<file path="src/rtl/slc_pkg.sv">
// Constants shared by the status indicator output control block
package slc_pkg;

  // ----------------------------------------------------------------
  // Register bus geometry
  // ----------------------------------------------------------------
  localparam int unsigned SLC_ADDR_W = 5;
  localparam int unsigned SLC_DATA_W = 16;

  // ----------------------------------------------------------------
  // Register offsets
  // ----------------------------------------------------------------
  localparam logic [4:0] SLC_OFS_SOURCE_SELECT = 5'h18;
  localparam logic [4:0] SLC_OFS_POL_FORCE = 5'h19;
  localparam logic [4:0] SLC_OFS_BLINK_STRETCH = 5'h1A;
  localparam logic [4:0] SLC_OFS_PIN_STATUS = 5'h1B;

  // ----------------------------------------------------------------
  // Reset values and writable masks
  // ----------------------------------------------------------------
  localparam logic [15:0] SLC_RST_SOURCE_SELECT = 16'h6000;
  localparam logic [15:0] SLC_RST_POL_FORCE = 16'h4444;
  localparam logic [15:0] SLC_RST_BLINK_STRETCH = 16'h0002;
  localparam logic [15:0] SLC_WMASK_POL_FORCE = 16'h7777;
  localparam logic [15:0] SLC_WMASK_BLINK_STRETCH = 16'h0007;

  // ----------------------------------------------------------------
  // Field layout: one nibble per output, aux output in the top nibble
  // ----------------------------------------------------------------
  localparam int unsigned SLC_NUM_OUT = 4;
  localparam int unsigned SLC_FIELD_STRIDE = 4;
  localparam int unsigned SLC_FORCE_EN_OFS = 0;
  localparam int unsigned SLC_FORCE_VAL_OFS = 1;
  localparam int unsigned SLC_ACTIVE_LVL_OFS = 2;
  localparam int unsigned SLC_STRETCH_BYPASS_BIT = 2;
  localparam int unsigned SLC_BLINK_RATE_LSB = 0;

  // ----------------------------------------------------------------
  // Source select codes
  // ----------------------------------------------------------------
  localparam logic [3:0] SLC_SRC_LINK_OK = 4'h0;
  localparam logic [3:0] SLC_SRC_RXTX_ACT = 4'h1;
  localparam logic [3:0] SLC_SRC_TX_ACT = 4'h2;
  localparam logic [3:0] SLC_SRC_RX_ACT = 4'h3;
  localparam logic [3:0] SLC_SRC_COLLISION = 4'h4;
  localparam logic [3:0] SLC_SRC_LINK_1000 = 4'h5;
  localparam logic [3:0] SLC_SRC_LINK_100 = 4'h6;
  localparam logic [3:0] SLC_SRC_LINK_10 = 4'h7;
  localparam logic [3:0] SLC_SRC_LINK_10_100 = 4'h8;
  localparam logic [3:0] SLC_SRC_LINK_100_1000 = 4'h9;
  localparam logic [3:0] SLC_SRC_FULL_DUPLEX = 4'hA;
  localparam logic [3:0] SLC_SRC_COPPER_BLINK = 4'hB;
  localparam logic [3:0] SLC_SRC_RXTX_ERR = 4'hD;
  localparam logic [3:0] SLC_SRC_RX_ERR = 4'hE;

  // ----------------------------------------------------------------
  // Activity event indices (stretched events)
  // ----------------------------------------------------------------
  localparam int unsigned SLC_NUM_EVT = 5;
  localparam int unsigned SLC_EVT_RX = 0;
  localparam int unsigned SLC_EVT_TX = 1;
  localparam int unsigned SLC_EVT_COL = 2;
  localparam int unsigned SLC_EVT_RXERR = 3;
  localparam int unsigned SLC_EVT_TXERR = 4;

  // ----------------------------------------------------------------
  // Timing
  // ----------------------------------------------------------------
  localparam int unsigned SLC_CLK_HZ = 25_000_000;
  localparam int unsigned SLC_BLINK_MS_20HZ = 50;
  localparam int unsigned SLC_BLINK_MS_10HZ = 100;
  localparam int unsigned SLC_BLINK_MS_5HZ = 200;
  localparam int unsigned SLC_BLINK_MS_2HZ = 500;
  localparam int unsigned SLC_CYC_20HZ = SLC_CLK_HZ / 1000 * SLC_BLINK_MS_20HZ;
  localparam int unsigned SLC_CYC_10HZ = SLC_CLK_HZ / 1000 * SLC_BLINK_MS_10HZ;
  localparam int unsigned SLC_CYC_5HZ = SLC_CLK_HZ / 1000 * SLC_BLINK_MS_5HZ;
  localparam int unsigned SLC_CYC_2HZ = SLC_CLK_HZ / 1000 * SLC_BLINK_MS_2HZ;
  localparam int unsigned SLC_CNT_W = 24;

endpackage

</file>
<file path="src/rtl/slc_led_ctrl.sv">
// Status indicator output control: polarity, force, blink and stretch
//
// Function
// - Aux output active level from polarity bit 14; reset high.
// - Bit 12 set forces aux output to bit 13 value.
// - Indicator two active level from bit 10; reset high.
// - Bit 8 set forces indicator two to bit 9 value.
// - Indicator one active level from bit 6; reset high.
// - Bit 4 set forces indicator one to bit 5 value.
// - Indicator zero active level from bit 2; reset high.
// - Bit 0 set forces indicator zero to bit 1 value.
// - Blink register bit 2 bypasses activity stretching; reset clear.
// - Two-bit rate picks 50, 100, 200 or 500 ms; reset 10.
// - Each output takes normal value from a four-bit source field.
// - Source codes map link, activity, collision, duplex, errors; 5h gigabit.
`timescale 1ns/10ps
module slc_led_ctrl
  import slc_pkg::*;
#(
  parameter int unsigned BLINK_CYC_20HZ = slc_pkg::SLC_CYC_20HZ,
  parameter int unsigned BLINK_CYC_10HZ = slc_pkg::SLC_CYC_10HZ,
  parameter int unsigned BLINK_CYC_5HZ = slc_pkg::SLC_CYC_5HZ,
  parameter int unsigned BLINK_CYC_2HZ = slc_pkg::SLC_CYC_2HZ,
  parameter int unsigned CNT_W = slc_pkg::SLC_CNT_W
) (
  input wire logic clk,
  input wire logic rst_b,
  input wire logic [slc_pkg::SLC_ADDR_W-1:0] reg_addr,
  input wire logic [slc_pkg::SLC_DATA_W-1:0] reg_wdata,
  input wire logic reg_wr,
  input wire logic reg_rd,
  output logic [slc_pkg::SLC_DATA_W-1:0] reg_rdata,
  input wire logic link_up_1000,
  input wire logic link_up_100,
  input wire logic link_up_10,
  input wire logic copper_link,
  input wire logic full_duplex,
  input wire logic rx_activity,
  input wire logic tx_activity,
  input wire logic collision,
  input wire logic rx_error,
  input wire logic tx_error,
  output logic indicator_zero_pin,
  output logic indicator_one_pin,
  output logic indicator_two_pin,
  output logic aux_indicator_pin
);

  // ----------------------------------------------------------------
  // Elaboration checks
  // ----------------------------------------------------------------
  if (CNT_W < 2 || CNT_W > 31) begin : g_bad_cnt_w
    $error("CNT_W out of range");
  end
  if (BLINK_CYC_20HZ < 2 || BLINK_CYC_10HZ < 2 || BLINK_CYC_5HZ < 2
      || BLINK_CYC_2HZ < 2) begin : g_bad_short
    $error("blink period below two cycles");
  end
  if (BLINK_CYC_20HZ >= (1 << CNT_W) || BLINK_CYC_10HZ >= (1 << CNT_W)
      || BLINK_CYC_5HZ >= (1 << CNT_W) || BLINK_CYC_2HZ >= (1 << CNT_W)) begin : g_bad_long
    $error("blink period does not fit CNT_W");
  end

  // ----------------------------------------------------------------
  // Declarations
  // ----------------------------------------------------------------
  logic [15:0] source_select_q;
  logic [15:0] pol_force_q;
  logic [15:0] blink_stretch_q;
  logic [15:0] rdata_q;
  logic [3:0] pin_q;
  logic [3:0] pin_d;
  logic [CNT_W-1:0] period_cyc;
  logic [CNT_W-1:0] tmr_q;
  logic blink_wave;
  logic pulse_stretch_bypass;
  logic [1:0] blink_period_select;
  logic [SLC_NUM_EVT-1:0] evt_raw;
  logic [SLC_NUM_EVT-1:0] evt_str;
  logic link_ok;
  logic [4:0] status_vec;

  // ----------------------------------------------------------------
  // Functions
  // ----------------------------------------------------------------
  // Select one bit of an output's nibble
  function automatic logic nib_bit(input logic [15:0] r, input int unsigned idx,
                                   input int unsigned ofs);
    nib_bit = r[idx * SLC_FIELD_STRIDE + ofs];
  endfunction

  // Source code to status level
  // Status order: {copper, duplex, 10M, 100M, 1000M}
  function automatic logic src_level(input logic [3:0] code, input logic lnk,
                                     input logic [4:0] st,
                                     input logic [SLC_NUM_EVT-1:0] ev,
                                     input logic blink);
    logic lvl;
    lvl = 1'b0;
    case (code)
      SLC_SRC_LINK_OK: lvl = lnk;
      SLC_SRC_RXTX_ACT: lvl = ev[SLC_EVT_RX] | ev[SLC_EVT_TX];
      SLC_SRC_TX_ACT: lvl = ev[SLC_EVT_TX];
      SLC_SRC_RX_ACT: lvl = ev[SLC_EVT_RX];
      SLC_SRC_COLLISION: lvl = ev[SLC_EVT_COL];
      SLC_SRC_LINK_1000: lvl = st[0];
      SLC_SRC_LINK_100: lvl = st[1];
      SLC_SRC_LINK_10: lvl = st[2];
      SLC_SRC_LINK_10_100: lvl = st[2] | st[1];
      SLC_SRC_LINK_100_1000: lvl = st[1] | st[0];
      SLC_SRC_FULL_DUPLEX: lvl = st[3];
      SLC_SRC_COPPER_BLINK: begin
        lvl = lnk & st[4] & ~((ev[SLC_EVT_RX] | ev[SLC_EVT_TX]) & ~blink);
      end
      SLC_SRC_RXTX_ERR: lvl = ev[SLC_EVT_RXERR] | ev[SLC_EVT_TXERR];
      SLC_SRC_RX_ERR: lvl = ev[SLC_EVT_RXERR];
      default: lvl = 1'b0;
    endcase
    src_level = lvl;
  endfunction

  // ----------------------------------------------------------------
  // Register writes
  // ----------------------------------------------------------------
  always_ff @(posedge clk or negedge rst_b) begin
    if (!rst_b) begin
      source_select_q <= SLC_RST_SOURCE_SELECT;
    end else if (reg_wr && reg_addr == SLC_OFS_SOURCE_SELECT) begin
      source_select_q <= reg_wdata;
    end
  end

  always_ff @(posedge clk or negedge rst_b) begin
    if (!rst_b) begin
      pol_force_q <= SLC_RST_POL_FORCE;
    end else if (reg_wr && reg_addr == SLC_OFS_POL_FORCE) begin
      pol_force_q <= reg_wdata & SLC_WMASK_POL_FORCE;
    end
  end

  always_ff @(posedge clk or negedge rst_b) begin
    if (!rst_b) begin
      blink_stretch_q <= SLC_RST_BLINK_STRETCH;
    end else if (reg_wr && reg_addr == SLC_OFS_BLINK_STRETCH) begin
      blink_stretch_q <= reg_wdata & SLC_WMASK_BLINK_STRETCH;
    end
  end

  // ----------------------------------------------------------------
  // Register reads
  // ----------------------------------------------------------------
  always_ff @(posedge clk or negedge rst_b) begin
    if (!rst_b) begin
      rdata_q <= 16'h0000;
    end else if (reg_rd) begin
      case (reg_addr)
        SLC_OFS_SOURCE_SELECT: rdata_q <= source_select_q;
        SLC_OFS_POL_FORCE: rdata_q <= pol_force_q;
        SLC_OFS_BLINK_STRETCH: rdata_q <= blink_stretch_q;
        SLC_OFS_PIN_STATUS: rdata_q <= {12'h000, pin_q};
        default: rdata_q <= 16'h0000;
      endcase
    end else begin
      rdata_q <= 16'h0000;
    end
  end

  assign reg_rdata = rdata_q;

  // ----------------------------------------------------------------
  // Blink timer
  // ----------------------------------------------------------------
  assign pulse_stretch_bypass = blink_stretch_q[SLC_STRETCH_BYPASS_BIT];
  assign blink_period_select = blink_stretch_q[SLC_BLINK_RATE_LSB +: 2];

  always_comb begin
    case (blink_period_select)
      2'h0: period_cyc = CNT_W'(BLINK_CYC_20HZ);
      2'h1: period_cyc = CNT_W'(BLINK_CYC_10HZ);
      2'h2: period_cyc = CNT_W'(BLINK_CYC_5HZ);
      default: period_cyc = CNT_W'(BLINK_CYC_2HZ);
    endcase
  end

  always_ff @(posedge clk or negedge rst_b) begin
    if (!rst_b) begin
      tmr_q <= '0;
    end else if (tmr_q >= period_cyc - 1'b1) begin
      tmr_q <= '0;
    end else begin
      tmr_q <= tmr_q + 1'b1;
    end
  end

  assign blink_wave = tmr_q < (period_cyc >> 1);

  // ----------------------------------------------------------------
  // Activity stretching
  // ----------------------------------------------------------------
  assign evt_raw = {tx_error, rx_error, collision, tx_activity, rx_activity};
  assign link_ok = link_up_1000 | link_up_100 | link_up_10;
  assign status_vec = {copper_link, full_duplex, link_up_10, link_up_100, link_up_1000};

  for (genvar e = 0; e < SLC_NUM_EVT; e++) begin : g_evt
    slc_stretch #(
      .CNT_W(CNT_W)
    ) u_stretch (
      .clk(clk),
      .rst_b(rst_b),
      .event_in(evt_raw[e]),
      .bypass(pulse_stretch_bypass),
      .hold_cyc(period_cyc),
      .stretched(evt_str[e])
    );
  end

  // ----------------------------------------------------------------
  // Output drive
  // ----------------------------------------------------------------
  always_comb begin
    logic on;
    on = 1'b0;
    for (int unsigned i = 0; i < SLC_NUM_OUT; i++) begin
      on = src_level(source_select_q[i * SLC_FIELD_STRIDE +: 4], link_ok, status_vec,
                     evt_str, blink_wave);
      if (nib_bit(pol_force_q, i, SLC_FORCE_EN_OFS)) begin
        pin_d[i] = nib_bit(pol_force_q, i, SLC_FORCE_VAL_OFS);
      end else begin
        pin_d[i] = nib_bit(pol_force_q, i, SLC_ACTIVE_LVL_OFS) ~^ on;
      end
    end
  end

  always_ff @(posedge clk or negedge rst_b) begin
    if (!rst_b) begin
      pin_q <= 4'h0;
    end else begin
      pin_q <= pin_d;
    end
  end

  assign indicator_zero_pin = pin_q[0];
  assign indicator_one_pin = pin_q[1];
  assign indicator_two_pin = pin_q[2];
  assign aux_indicator_pin = pin_q[3];

  // ----------------------------------------------------------------
  // Assertions
  // ----------------------------------------------------------------
  logic [3:0] hold_seen_q;

  always_ff @(posedge clk or negedge rst_b) begin
    if (!rst_b) begin
      hold_seen_q <= 4'h0;
    end else if (rx_activity) begin
      hold_seen_q <= 4'h1;
    end else if (hold_seen_q != 4'h0 && hold_seen_q != 4'hF) begin
      hold_seen_q <= hold_seen_q + 4'h1;
    end
  end

  property p_aux_level;
    @(posedge clk) disable iff (!rst_b)
      !pol_force_q[12] |=> aux_indicator_pin ==
        ($past(pol_force_q[14]) ~^ $past(src_level(source_select_q[15:12], link_ok,
                                                   status_vec, evt_str, blink_wave)));
  endproperty
  a_aux_level: assert property (p_aux_level) else $error("aux level wrong");

  property p_aux_force;
    @(posedge clk) disable iff (!rst_b)
      pol_force_q[12] |=> aux_indicator_pin == $past(pol_force_q[13]);
  endproperty
  a_aux_force: assert property (p_aux_force) else $error("aux force wrong");

  property p_two_level;
    @(posedge clk) disable iff (!rst_b)
      (!pol_force_q[8] && source_select_q[11:8] == SLC_SRC_LINK_1000
       && link_up_1000) |=> indicator_two_pin == $past(pol_force_q[10]);
  endproperty
  a_two_level: assert property (p_two_level) else $error("two level wrong");

  property p_two_force;
    @(posedge clk) disable iff (!rst_b)
      pol_force_q[8] |=> indicator_two_pin == $past(pol_force_q[9]);
  endproperty
  a_two_force: assert property (p_two_force) else $error("two force wrong");

  property p_one_level;
    @(posedge clk) disable iff (!rst_b)
      (!pol_force_q[4] && source_select_q[7:4] == SLC_SRC_FULL_DUPLEX)
        |=> indicator_one_pin == ($past(pol_force_q[6]) ~^ $past(full_duplex));
  endproperty
  a_one_level: assert property (p_one_level) else $error("one level wrong");

  property p_one_force;
    @(posedge clk) disable iff (!rst_b)
      pol_force_q[4] |=> indicator_one_pin == $past(pol_force_q[5]);
  endproperty
  a_one_force: assert property (p_one_force) else $error("one force wrong");

  property p_zero_level;
    @(posedge clk) disable iff (!rst_b)
      (!pol_force_q[0] && source_select_q[3:0] == SLC_SRC_LINK_OK)
        |=> indicator_zero_pin == ($past(pol_force_q[2]) ~^ $past(link_ok));
  endproperty
  a_zero_level: assert property (p_zero_level) else $error("zero level wrong");

  property p_zero_force;
    @(posedge clk) disable iff (!rst_b)
      pol_force_q[0] ##1 pol_force_q[0] |-> indicator_zero_pin == $past(pol_force_q[1]);
  endproperty
  a_zero_force: assert property (p_zero_force) else $error("zero force wrong");

  property p_bypass;
    @(posedge clk) disable iff (!rst_b)
      pulse_stretch_bypass |-> evt_str == evt_raw;
  endproperty
  a_bypass: assert property (p_bypass) else $error("bypass not raw");

  property p_timer_bound;
    @(posedge clk) disable iff (!rst_b)
      $stable(blink_period_select) |-> tmr_q < period_cyc;
  endproperty
  a_timer_bound: assert property (p_timer_bound) else $error("timer past period");

  property p_stretch_hold;
    @(posedge clk) disable iff (!rst_b)
      (rx_activity && !pulse_stretch_bypass && period_cyc > CNT_W'(8)
       && $stable(pulse_stretch_bypass)) |=> evt_str[SLC_EVT_RX] [*7];
  endproperty
  a_stretch_hold: assert property (p_stretch_hold) else $error("stretch short");

  property p_gig_code;
    @(posedge clk) disable iff (!rst_b)
      (!pol_force_q[12] && source_select_q[15:12] == SLC_SRC_LINK_1000
       && pol_force_q[14]) |=> aux_indicator_pin == $past(link_up_1000);
  endproperty
  a_gig_code: assert property (p_gig_code) else $error("gigabit code wrong");

  c_force_aux: cover property (@(posedge clk) disable iff (!rst_b)
    pol_force_q[12] ##1 aux_indicator_pin);
  c_stretch: cover property (@(posedge clk) disable iff (!rst_b)
    hold_seen_q == 4'h8 && evt_str[SLC_EVT_RX]);
  c_blink: cover property (@(posedge clk) disable iff (!rst_b)
    blink_wave ##1 !blink_wave);
  c_active_low: cover property (@(posedge clk) disable iff (!rst_b)
    !pol_force_q[2] ##1 !indicator_zero_pin);

endmodule

</file>
<file path="src/rtl/slc_stretch.sv">
// Pulse stretcher for one activity event
`timescale 1ns/10ps
module slc_stretch #(
  parameter int unsigned CNT_W = 24
) (
  input wire logic clk,
  input wire logic rst_b,
  input wire logic event_in,
  input wire logic bypass,
  input wire logic [CNT_W-1:0] hold_cyc,
  output logic stretched
);

  logic [CNT_W-1:0] hold_q;

  // ----------------------------------------------------------------
  // Hold counter
  // ----------------------------------------------------------------
  // hold one period
  always_ff @(posedge clk or negedge rst_b) begin
    if (!rst_b) begin
      hold_q <= '0;
    end else if (event_in) begin
      hold_q <= hold_cyc - 1'b1;
    end else if (hold_q != '0) begin
      hold_q <= hold_q - 1'b1;
    end
  end

  assign stretched = bypass ? event_in : (event_in | (hold_q != '0));

endmodule

</file>
<file path="config.mk">
export PLATFORM = sky130hd
export DESIGN_NAME = slc_led_ctrl
export DESIGN_NICKNAME = d
export VERILOG_FILES = /design/src/rtl/slc_pkg.sv /design/src/rtl/slc_led_ctrl.sv /design/src/rtl/slc_stretch.sv
export SDC_FILE = /design/constraint.sdc
export NUM_CORES = 1
export LEC_CHECK = 0
export BUFFER_PORTS_ARGS = -buffer_cell sky130_fd_sc_hd__buf_4
export CORE_MARGIN = 4
export CORE_UTILIZATION = 31
export DETAILED_ROUTE_END_ITERATION = 7
export SLEW_MARGIN = 20
export SYNTH_ARGS = -nofsm -noshare
export SYNTH_HDL_FRONTEND = slang
export SYNTH_SLANG_ARGS = --single-unit
</file>
<file path="constraint.sdc">
create_clock -name clk -period 4.37 [get_ports clk]
set_input_delay 0.437 -clock clk [delete_from_list [all_inputs] [get_ports clk]]
set_output_delay 0.437 -clock clk [all_outputs]
set_load 0.01 [all_outputs]
</file>
# Word-level counts from Yosys, hierarchy flattened

Index checks and enable logic that the tools add are counted.

RAM bits: 0
Memories kept: 0
Bits in registers: 195
Latch bits: 0
Input port bits: 35
Output and inout bits: 20
Logic and storage cells: 142
Bits in read-only memories: 0

Shift-type cells: 0
Reduce and logical (&&, ||, !) cells: 18
$mul: 0
Magnitude comparators: 2
Bitwise logic cells: 19
Equality and inequality tests: 58
Multiplexer cells: 27
Divide/modulo/power cells: 0
$add $sub $neg: 7

Operators with widths:

| kind                                                 | number |
|---|---|
| two-way mux 24 bit                                   | 11 |
| subtractor 24 x 1 -> 24 bit (second input constant)  | 6 |
| nonzero test 24 bit                                  | 5 |
| equality test 4 bit (second input constant)          | 24 |
| one-hot mux 24 bit (3 select lines)                  | 1 |
| equality test 4 x 3 -> 1 bit (second input constant) | 16 |
| one-hot mux 16 bit (4 select lines)                  | 1 |
| one-hot mux 1 bit (14 select lines)                  | 4 |
| equality test 4 x 2 -> 1 bit (second input constant) | 8 |
| adder 24 x 1 -> 24 bit (second input constant)       | 1 |
| greater-or-equal comparator 24 bit                   | 1 |
| < comparator 24 x 23 -> 1 bit                        | 1 |
| equality test 5 bit (second input constant)          | 4 |
| equality test 4 x 1 -> 1 bit (second input constant) | 4 |
| logical NOT 4 bit                                    | 4 |
| two-way mux 16 bit                                   | 1 |
| bitwise OR 1 bit                                     | 10 |
| nonzero test 2 bit                                   | 5 |
| two-way mux 1 bit                                    | 9 |
| XNOR 1 bit                                           | 4 |
| AND 1 bit                                            | 3 |
| logical AND 1 bit                                    | 3 |
| equality test 2 x 1 -> 1 bit (second input constant) | 1 |
| equality test 2 bit (second input constant)          | 1 |
| other kinds (2)                                      | 3 |

# Depth between registers and ports, before layout

Depth in word-level cells: 10
Mapped depth: 13
Gate-level depth less buffers: 12

# Cells and area by module

Synthesis repeated with hierarchy kept, for this count alone.

Cells, all modules: 1,398
Area total of the unflattened synthesis: 13,523.0 um2

Modules (own cells, without submodules):

| module                               | area each (um2) | sequential area each (um2) | instances | cells each |
|---|---|---|---|---|
| slc_stretch (g_evt[0].u_stretch ...) | 1,752.9         | 600.6                      | 4         | 191 |
| slc_led_ctrl                         | 4,780.8         | 1,885.6                    | 1         | 449 |
| slc_stretch (g_evt[4].u_stretch)     | 1,730.4         | 600.6                      | 1         | 185 |

# Least setup slack after synthesis

No wires, ideal clock.

Path kind: register to register
From: register blink_stretch_q[0]
To: register pin_q[1]
Cell stages (with the launch flop): 14
Setup time: 0.082 ns
Path slack: 1.195 ns
Data arrival time: 3.093 ns
Cell sequence: dfrtp_1 inv_1 ha_1 clkbuf_1 inv_1 ha_1 nand4b_1 a211oi_1 o211ai_1 nor3_1 o32ai_2 nor4b_1 or4_1 a31oi_1

Longest elaborated chain between the ends: 10

RTL lines:

| item                                              | line                | source |
|---|---|---|
| start, declared                                   | slc_led_ctrl.sv:69  | `logic [15:0] blink_stretch_q;` |
| start signal, assigned                            | slc_led_ctrl.sv:145 | `blink_stretch_q <= reg_wdata & SLC_WMASK_BLINK_STRETCH;` |
| equality test 2 bit, or another cell as far along | slc_led_ctrl.sv:177 | `case (blink_period_select)` |
| one-hot mux 24 bit (3 select lines) (*)           | slc_led_ctrl.sv:177 |  |
| < comparator 24 x 23 -> 1 bit (*)                 | slc_led_ctrl.sv:195 | `assign blink_wave = tmr_q < (period_cyc >> 1);` |
| inverter 1 bit (*)                                | slc_led_ctrl.sv:113 | `lvl = lnk & st[4] & ~((ev[SLC_EVT_RX] \| ev[SLC_EVT_TX]) & ~blink);` |
| AND 1 bit (*)                                     | slc_led_ctrl.sv:113 |  |
| inverter 1 bit (*)                                | slc_led_ctrl.sv:113 |  |
| AND 1 bit (*)                                     | slc_led_ctrl.sv:113 |  |
| one-hot mux 1 bit (14 select lines) (*)           | slc_led_ctrl.sv:100 | `case (code)` |
| XNOR 1 bit (*)                                    | slc_led_ctrl.sv:229 | `pin_d[i] = nib_bit(pol_force_q, i, SLC_ACTIVE_LVL_OFS) ~^ on;` |
| two-way mux 1 bit (*)                             | slc_led_ctrl.sv:226 | `if (nib_bit(pol_force_q, i, SLC_FORCE_EN_OFS)) begin` |
| net pin_d[1]                                      | slc_led_ctrl.sv:72  | `logic [3:0] pin_d;` |
| end signal, assigned                              | slc_led_ctrl.sv:238 | `pin_q <= pin_d;` |
| end, declared                                     | slc_led_ctrl.sv:71  | `logic [3:0] pin_q;` |

Mark *: on every way through the listed nets, which the timed path passes. The rest lies on a longest branch.
A chain may end at the register's enable or synchronous reset.

# Final worst setup path

From: register blink_stretch_q[0]
To: register tmr_q[17]

Longest elaborated chain between the ends: 5

RTL lines:

| item                                              | line                | source |
|---|---|---|
| equality test 2 bit, or another cell as far along | slc_led_ctrl.sv:177 |  |
| one-hot mux 24 bit (3 select lines) (*)           | slc_led_ctrl.sv:177 |  |
| subtractor 24 x 1 -> 24 bit (*)                   | slc_led_ctrl.sv:188 | `end else if (tmr_q >= period_cyc - 1'b1) begin` |
| greater-or-equal comparator 24 bit (*)            | slc_led_ctrl.sv:188 |  |
| two-way mux 24 bit (*)                            | slc_led_ctrl.sv:188 |  |
| end signal, assigned                              | slc_led_ctrl.sv:191 | `tmr_q <= tmr_q + 1'b1;` |
| end, declared                                     | slc_led_ctrl.sv:74  | `logic [CNT_W-1:0] tmr_q;` |

Mark *: on every way between the ends. The rest lies on a longest branch, timed or not.

==> results.toml <==
[global_route]
grt_use_met1 = 0.221
grt_pass1_vias = 9087
use_met3 = 0.0256
busiest_layer = "met2"
grt_use_total = 0.156
grt_start_max_net_pins = 87
grt_pass1_wl_um = 49500
grt_antenna_before_repair = 0
globalRouteOverflowTotal = 0
use_met2 = 0.249

[logic_synthesis]
synthDistinctLibCells = 70
synthFlopType = "dfrtp_1"
synth-warning-count = 0
syn_nets = 1291
synth_area_leaders = "dfrtp_1, xnor2_1, ha_1"
syn_area_per_cell_um2 = 9.39
yosysSeqAreaShare = 0.432
synth_top_area_frac = 0.416
yosysTopAreaCell = "dfrtp_1"
syn_inst = 1206
ys_async_sr_fraction = 1.00
synth-edff-count = 0
synth-seq-cells = 195
synth_area_um2 = 11300

[routing]
wire_per_inst_um = 17.8
drtPass1Iterations = 5
drt-total-wl_um = 30600
drc = 0
postRouteAntennaNets = 0
vias_per_cell = 5.33
drtIter0Drc = 631
vias = 9169

[worst_setup_path]
cp-start-kind = "flop"
worstPathCellList = "inv_1, ha_1, o31ai_1, inv_1, ha_1, o21ai_0, a21oi_1, o31ai_1, nand2_1, nor2_1"
cpPeakStageDelay_ns = 0.67
cp-end-kind = "flop"
r2r_start = "blink_stretch_q[0]"
crit_family = "compound AO/OA/AOI/OAI gates"
crit_path_top_delay_cell = "o31ai_1"
setup.worst_path.start = "blink_stretch_q[0]"
crit_type = "flop to flop"
critical_path_buf_inv_count = 2
cp.arrival_ns = 4.27
critical_path.max_fanout = 23
worstPathRequired_ns = 4.74

[clocking]
cts_resized = 0
cts_root_buf = "clkbuf_16"
clockBufferDepth = 2
clk_pin_slew_ns = 0.07
cts_hold_buffers = 0
cts_tree = "built"
cts_buffers = 17
htreeDepth = 4
post_cts_buffers = 0
cts.sinks = 195
clkLatencyLatePin_ns = 0.45

[power]
p_int_mw = 3.72
swShare = 0.333
leakage_nw = 5.31
combPwrFrac = 0.238
power.net_switching_mw = 1.86
sequentialPowerShare = 0.455
p_per_area_nw_per_um2 = 432
vdd_ir_drop_max_mv = 0.289
power.share.clock = 0.307

[sta]
finalHoldViolCount = 0
fmax_mhz = 256
layout_setup_ws_ns = 0.471
drv_slew = 0
setup_violations = 0
worst_clock_skew_ns = 0.0110
worst_pin_slew_ns = 0.926
period_share = 0.892
rsz0062_at_grt = "no"
fin_setup_tns_ns = 0
min_period_ns = 3.90
relSlewSlack = 0.383

[min_path]
min_path_type = "input pin to async pin"

[status]
status = "finished, final reports clean"

[flow_run]
maxCapViolations = 0

[place]
gp_routability_congestion = 0.843
post-dp-hpwl_um = 22100
port_buffers = 54
pre_cts_ws_ns = 0.516

[layout]
nets = 1330
diodes = 0
drive_above_1_share = 0.124
area_delta_synth_final_pct = 13.8

[floorplan]
io_pins = 55
fp.coreArea_um2 = 35800
rows = 69
die_y_um = 199
die-area_um2 = 39600
start_util = 0.316
dieWidth_um = 199
[worst paths after layout]
check                                          endpoint  slack [ns]  depth (start not counted)
setup / recovery                              tmr_q[17]        0.47                         10
hold / removal             g_evt[4].u_stretch.hold_q[1]       0.003                          1
setup reg to reg                              tmr_q[17]        0.47                         10
hold reg to reg                                tmr_q[0]        0.48                          1
max in group asynchronous  g_evt[3].u_stretch.hold_q[0]        3.43                          2
min in group clk                         pol_force_q[4]        0.21                          3
[registers in the layout, indices dropped and copies added (netlist names)]
register                flops
pin_q                       4
tmr_q                      24
reg_rdata                  16
source_select_q            16
blink_stretch_q             3
pol_force_q                12
g_evt.u_stretch.hold_q    120
[cells in the mapped netlist (all sizes together), types with 16 or more instances]
library cell and instances:
a21oi 42, clkbuf 44, dfrtp 188, ha 50, inv 42, mux2 32
mux2i 19, nand2 119, nand3 27, nor2 124, nor3 50, nor4 36
o21ai 73, o31ai 16, or3 27, or4 17, xnor2 84, xor2 38
[power by group through the flow]
stage	clock network (mW)	logic, mW	registers, mW
6_report	1.71	1.32	2.54
5_1_grt	1.82	1.48	2.59
4_1_cts	1.75	1.32	2.53
3_5_place_dp	0	1.31	2.55
3_3_place_gp	0	1.29	2.55
2_1_floorplan	0	0.946	2.42
[layout by cell type (no fill, tap or decap), types with 5 or more instances in the layout]
cell type	count
dfrtp_1	188
nor2_1	124
nand2_1	119
xnor2_1	84
o21ai_0	70
buf_4	65
ha_1	50
nor3_1	49
inv_1	42
a21oi_1	42
xor2_1	38
nor4_1	34
mux2_2	32
nand3_1	27
or3_1	27
mux2i_1	19
clkbuf_16	17
o31ai_1	16
or4_1	15
nor2b_1	14
and3_1	14
o22ai_1	14
a21o_1	12
or2_2	9
o211ai_1	9
a31oi_1	8
nand4_1	7
dfstp_2	7
nor4b_1	6
nand2b_1	5
nand4b_1	5
a211oi_1	5
o2111ai_1	5
[layout make-up]
| cell class | instances | area [µm²] |
|---|---|---|
| clock buffer | 22 | 464 |
| clock inverter | 10 | 170 |
| fill | 3594 | 22900 |
| inverter | 42 | 158 |
| multi-input combinational | 922 | 6110 |
| sequential | 195 | 4890 |
| tap | 461 | 577 |
| timing repair buffer | 67 | 522 |
[cells by family (layout without fill, tap and decap cells)]
group                    Yosys count  count (layout)  share of synthesized area
adder cells (fa/ha/maj)           50              50                     0.0553
multiplexers                      54              54                     0.0546
AND/OR/NAND/NOR                  475             475                      0.210
AO/OA/AOI/OAI                    221             221                      0.124
buffers and inverters             89             141                     0.0297
flip-flops                       195             195                      0.432
XOR/XNOR                         122             122                     0.0944
[per-stage QoR]
| step | hold slack (ns) | power (mW) | utilization | cells | cell area, µm² |
|---|---|---|---|---|---|
| 2_1_floorplan | 0.141 | 3.37 | - | 1206 | 11300 |
| 3_3_place_gp | 0.447 | 3.84 | 0.342 | 1687 | 12200 |
| 3_5_place_dp | 0.464 | 3.87 | 0.342 | 1687 | 12200 |
| 4_1_cts | 0.0646 | 5.60 | 0.360 | 1719 | 12900 |
| 5_1_grt | 0.0915 | 5.88 | 0.360 | 1719 | 12900 |
| 6_report | 0.00290 | 5.57 | 0.360 | 1719 | 12900 |
[per-layer routing]
layer	part of all wire	up-vias
li1	-	4381
met1	0.48	4545
met2	0.47	209
met3	0.042	34
met4	0.014	0
met5	0	-
Note: power is estimated with default switching activity, not from simulation.
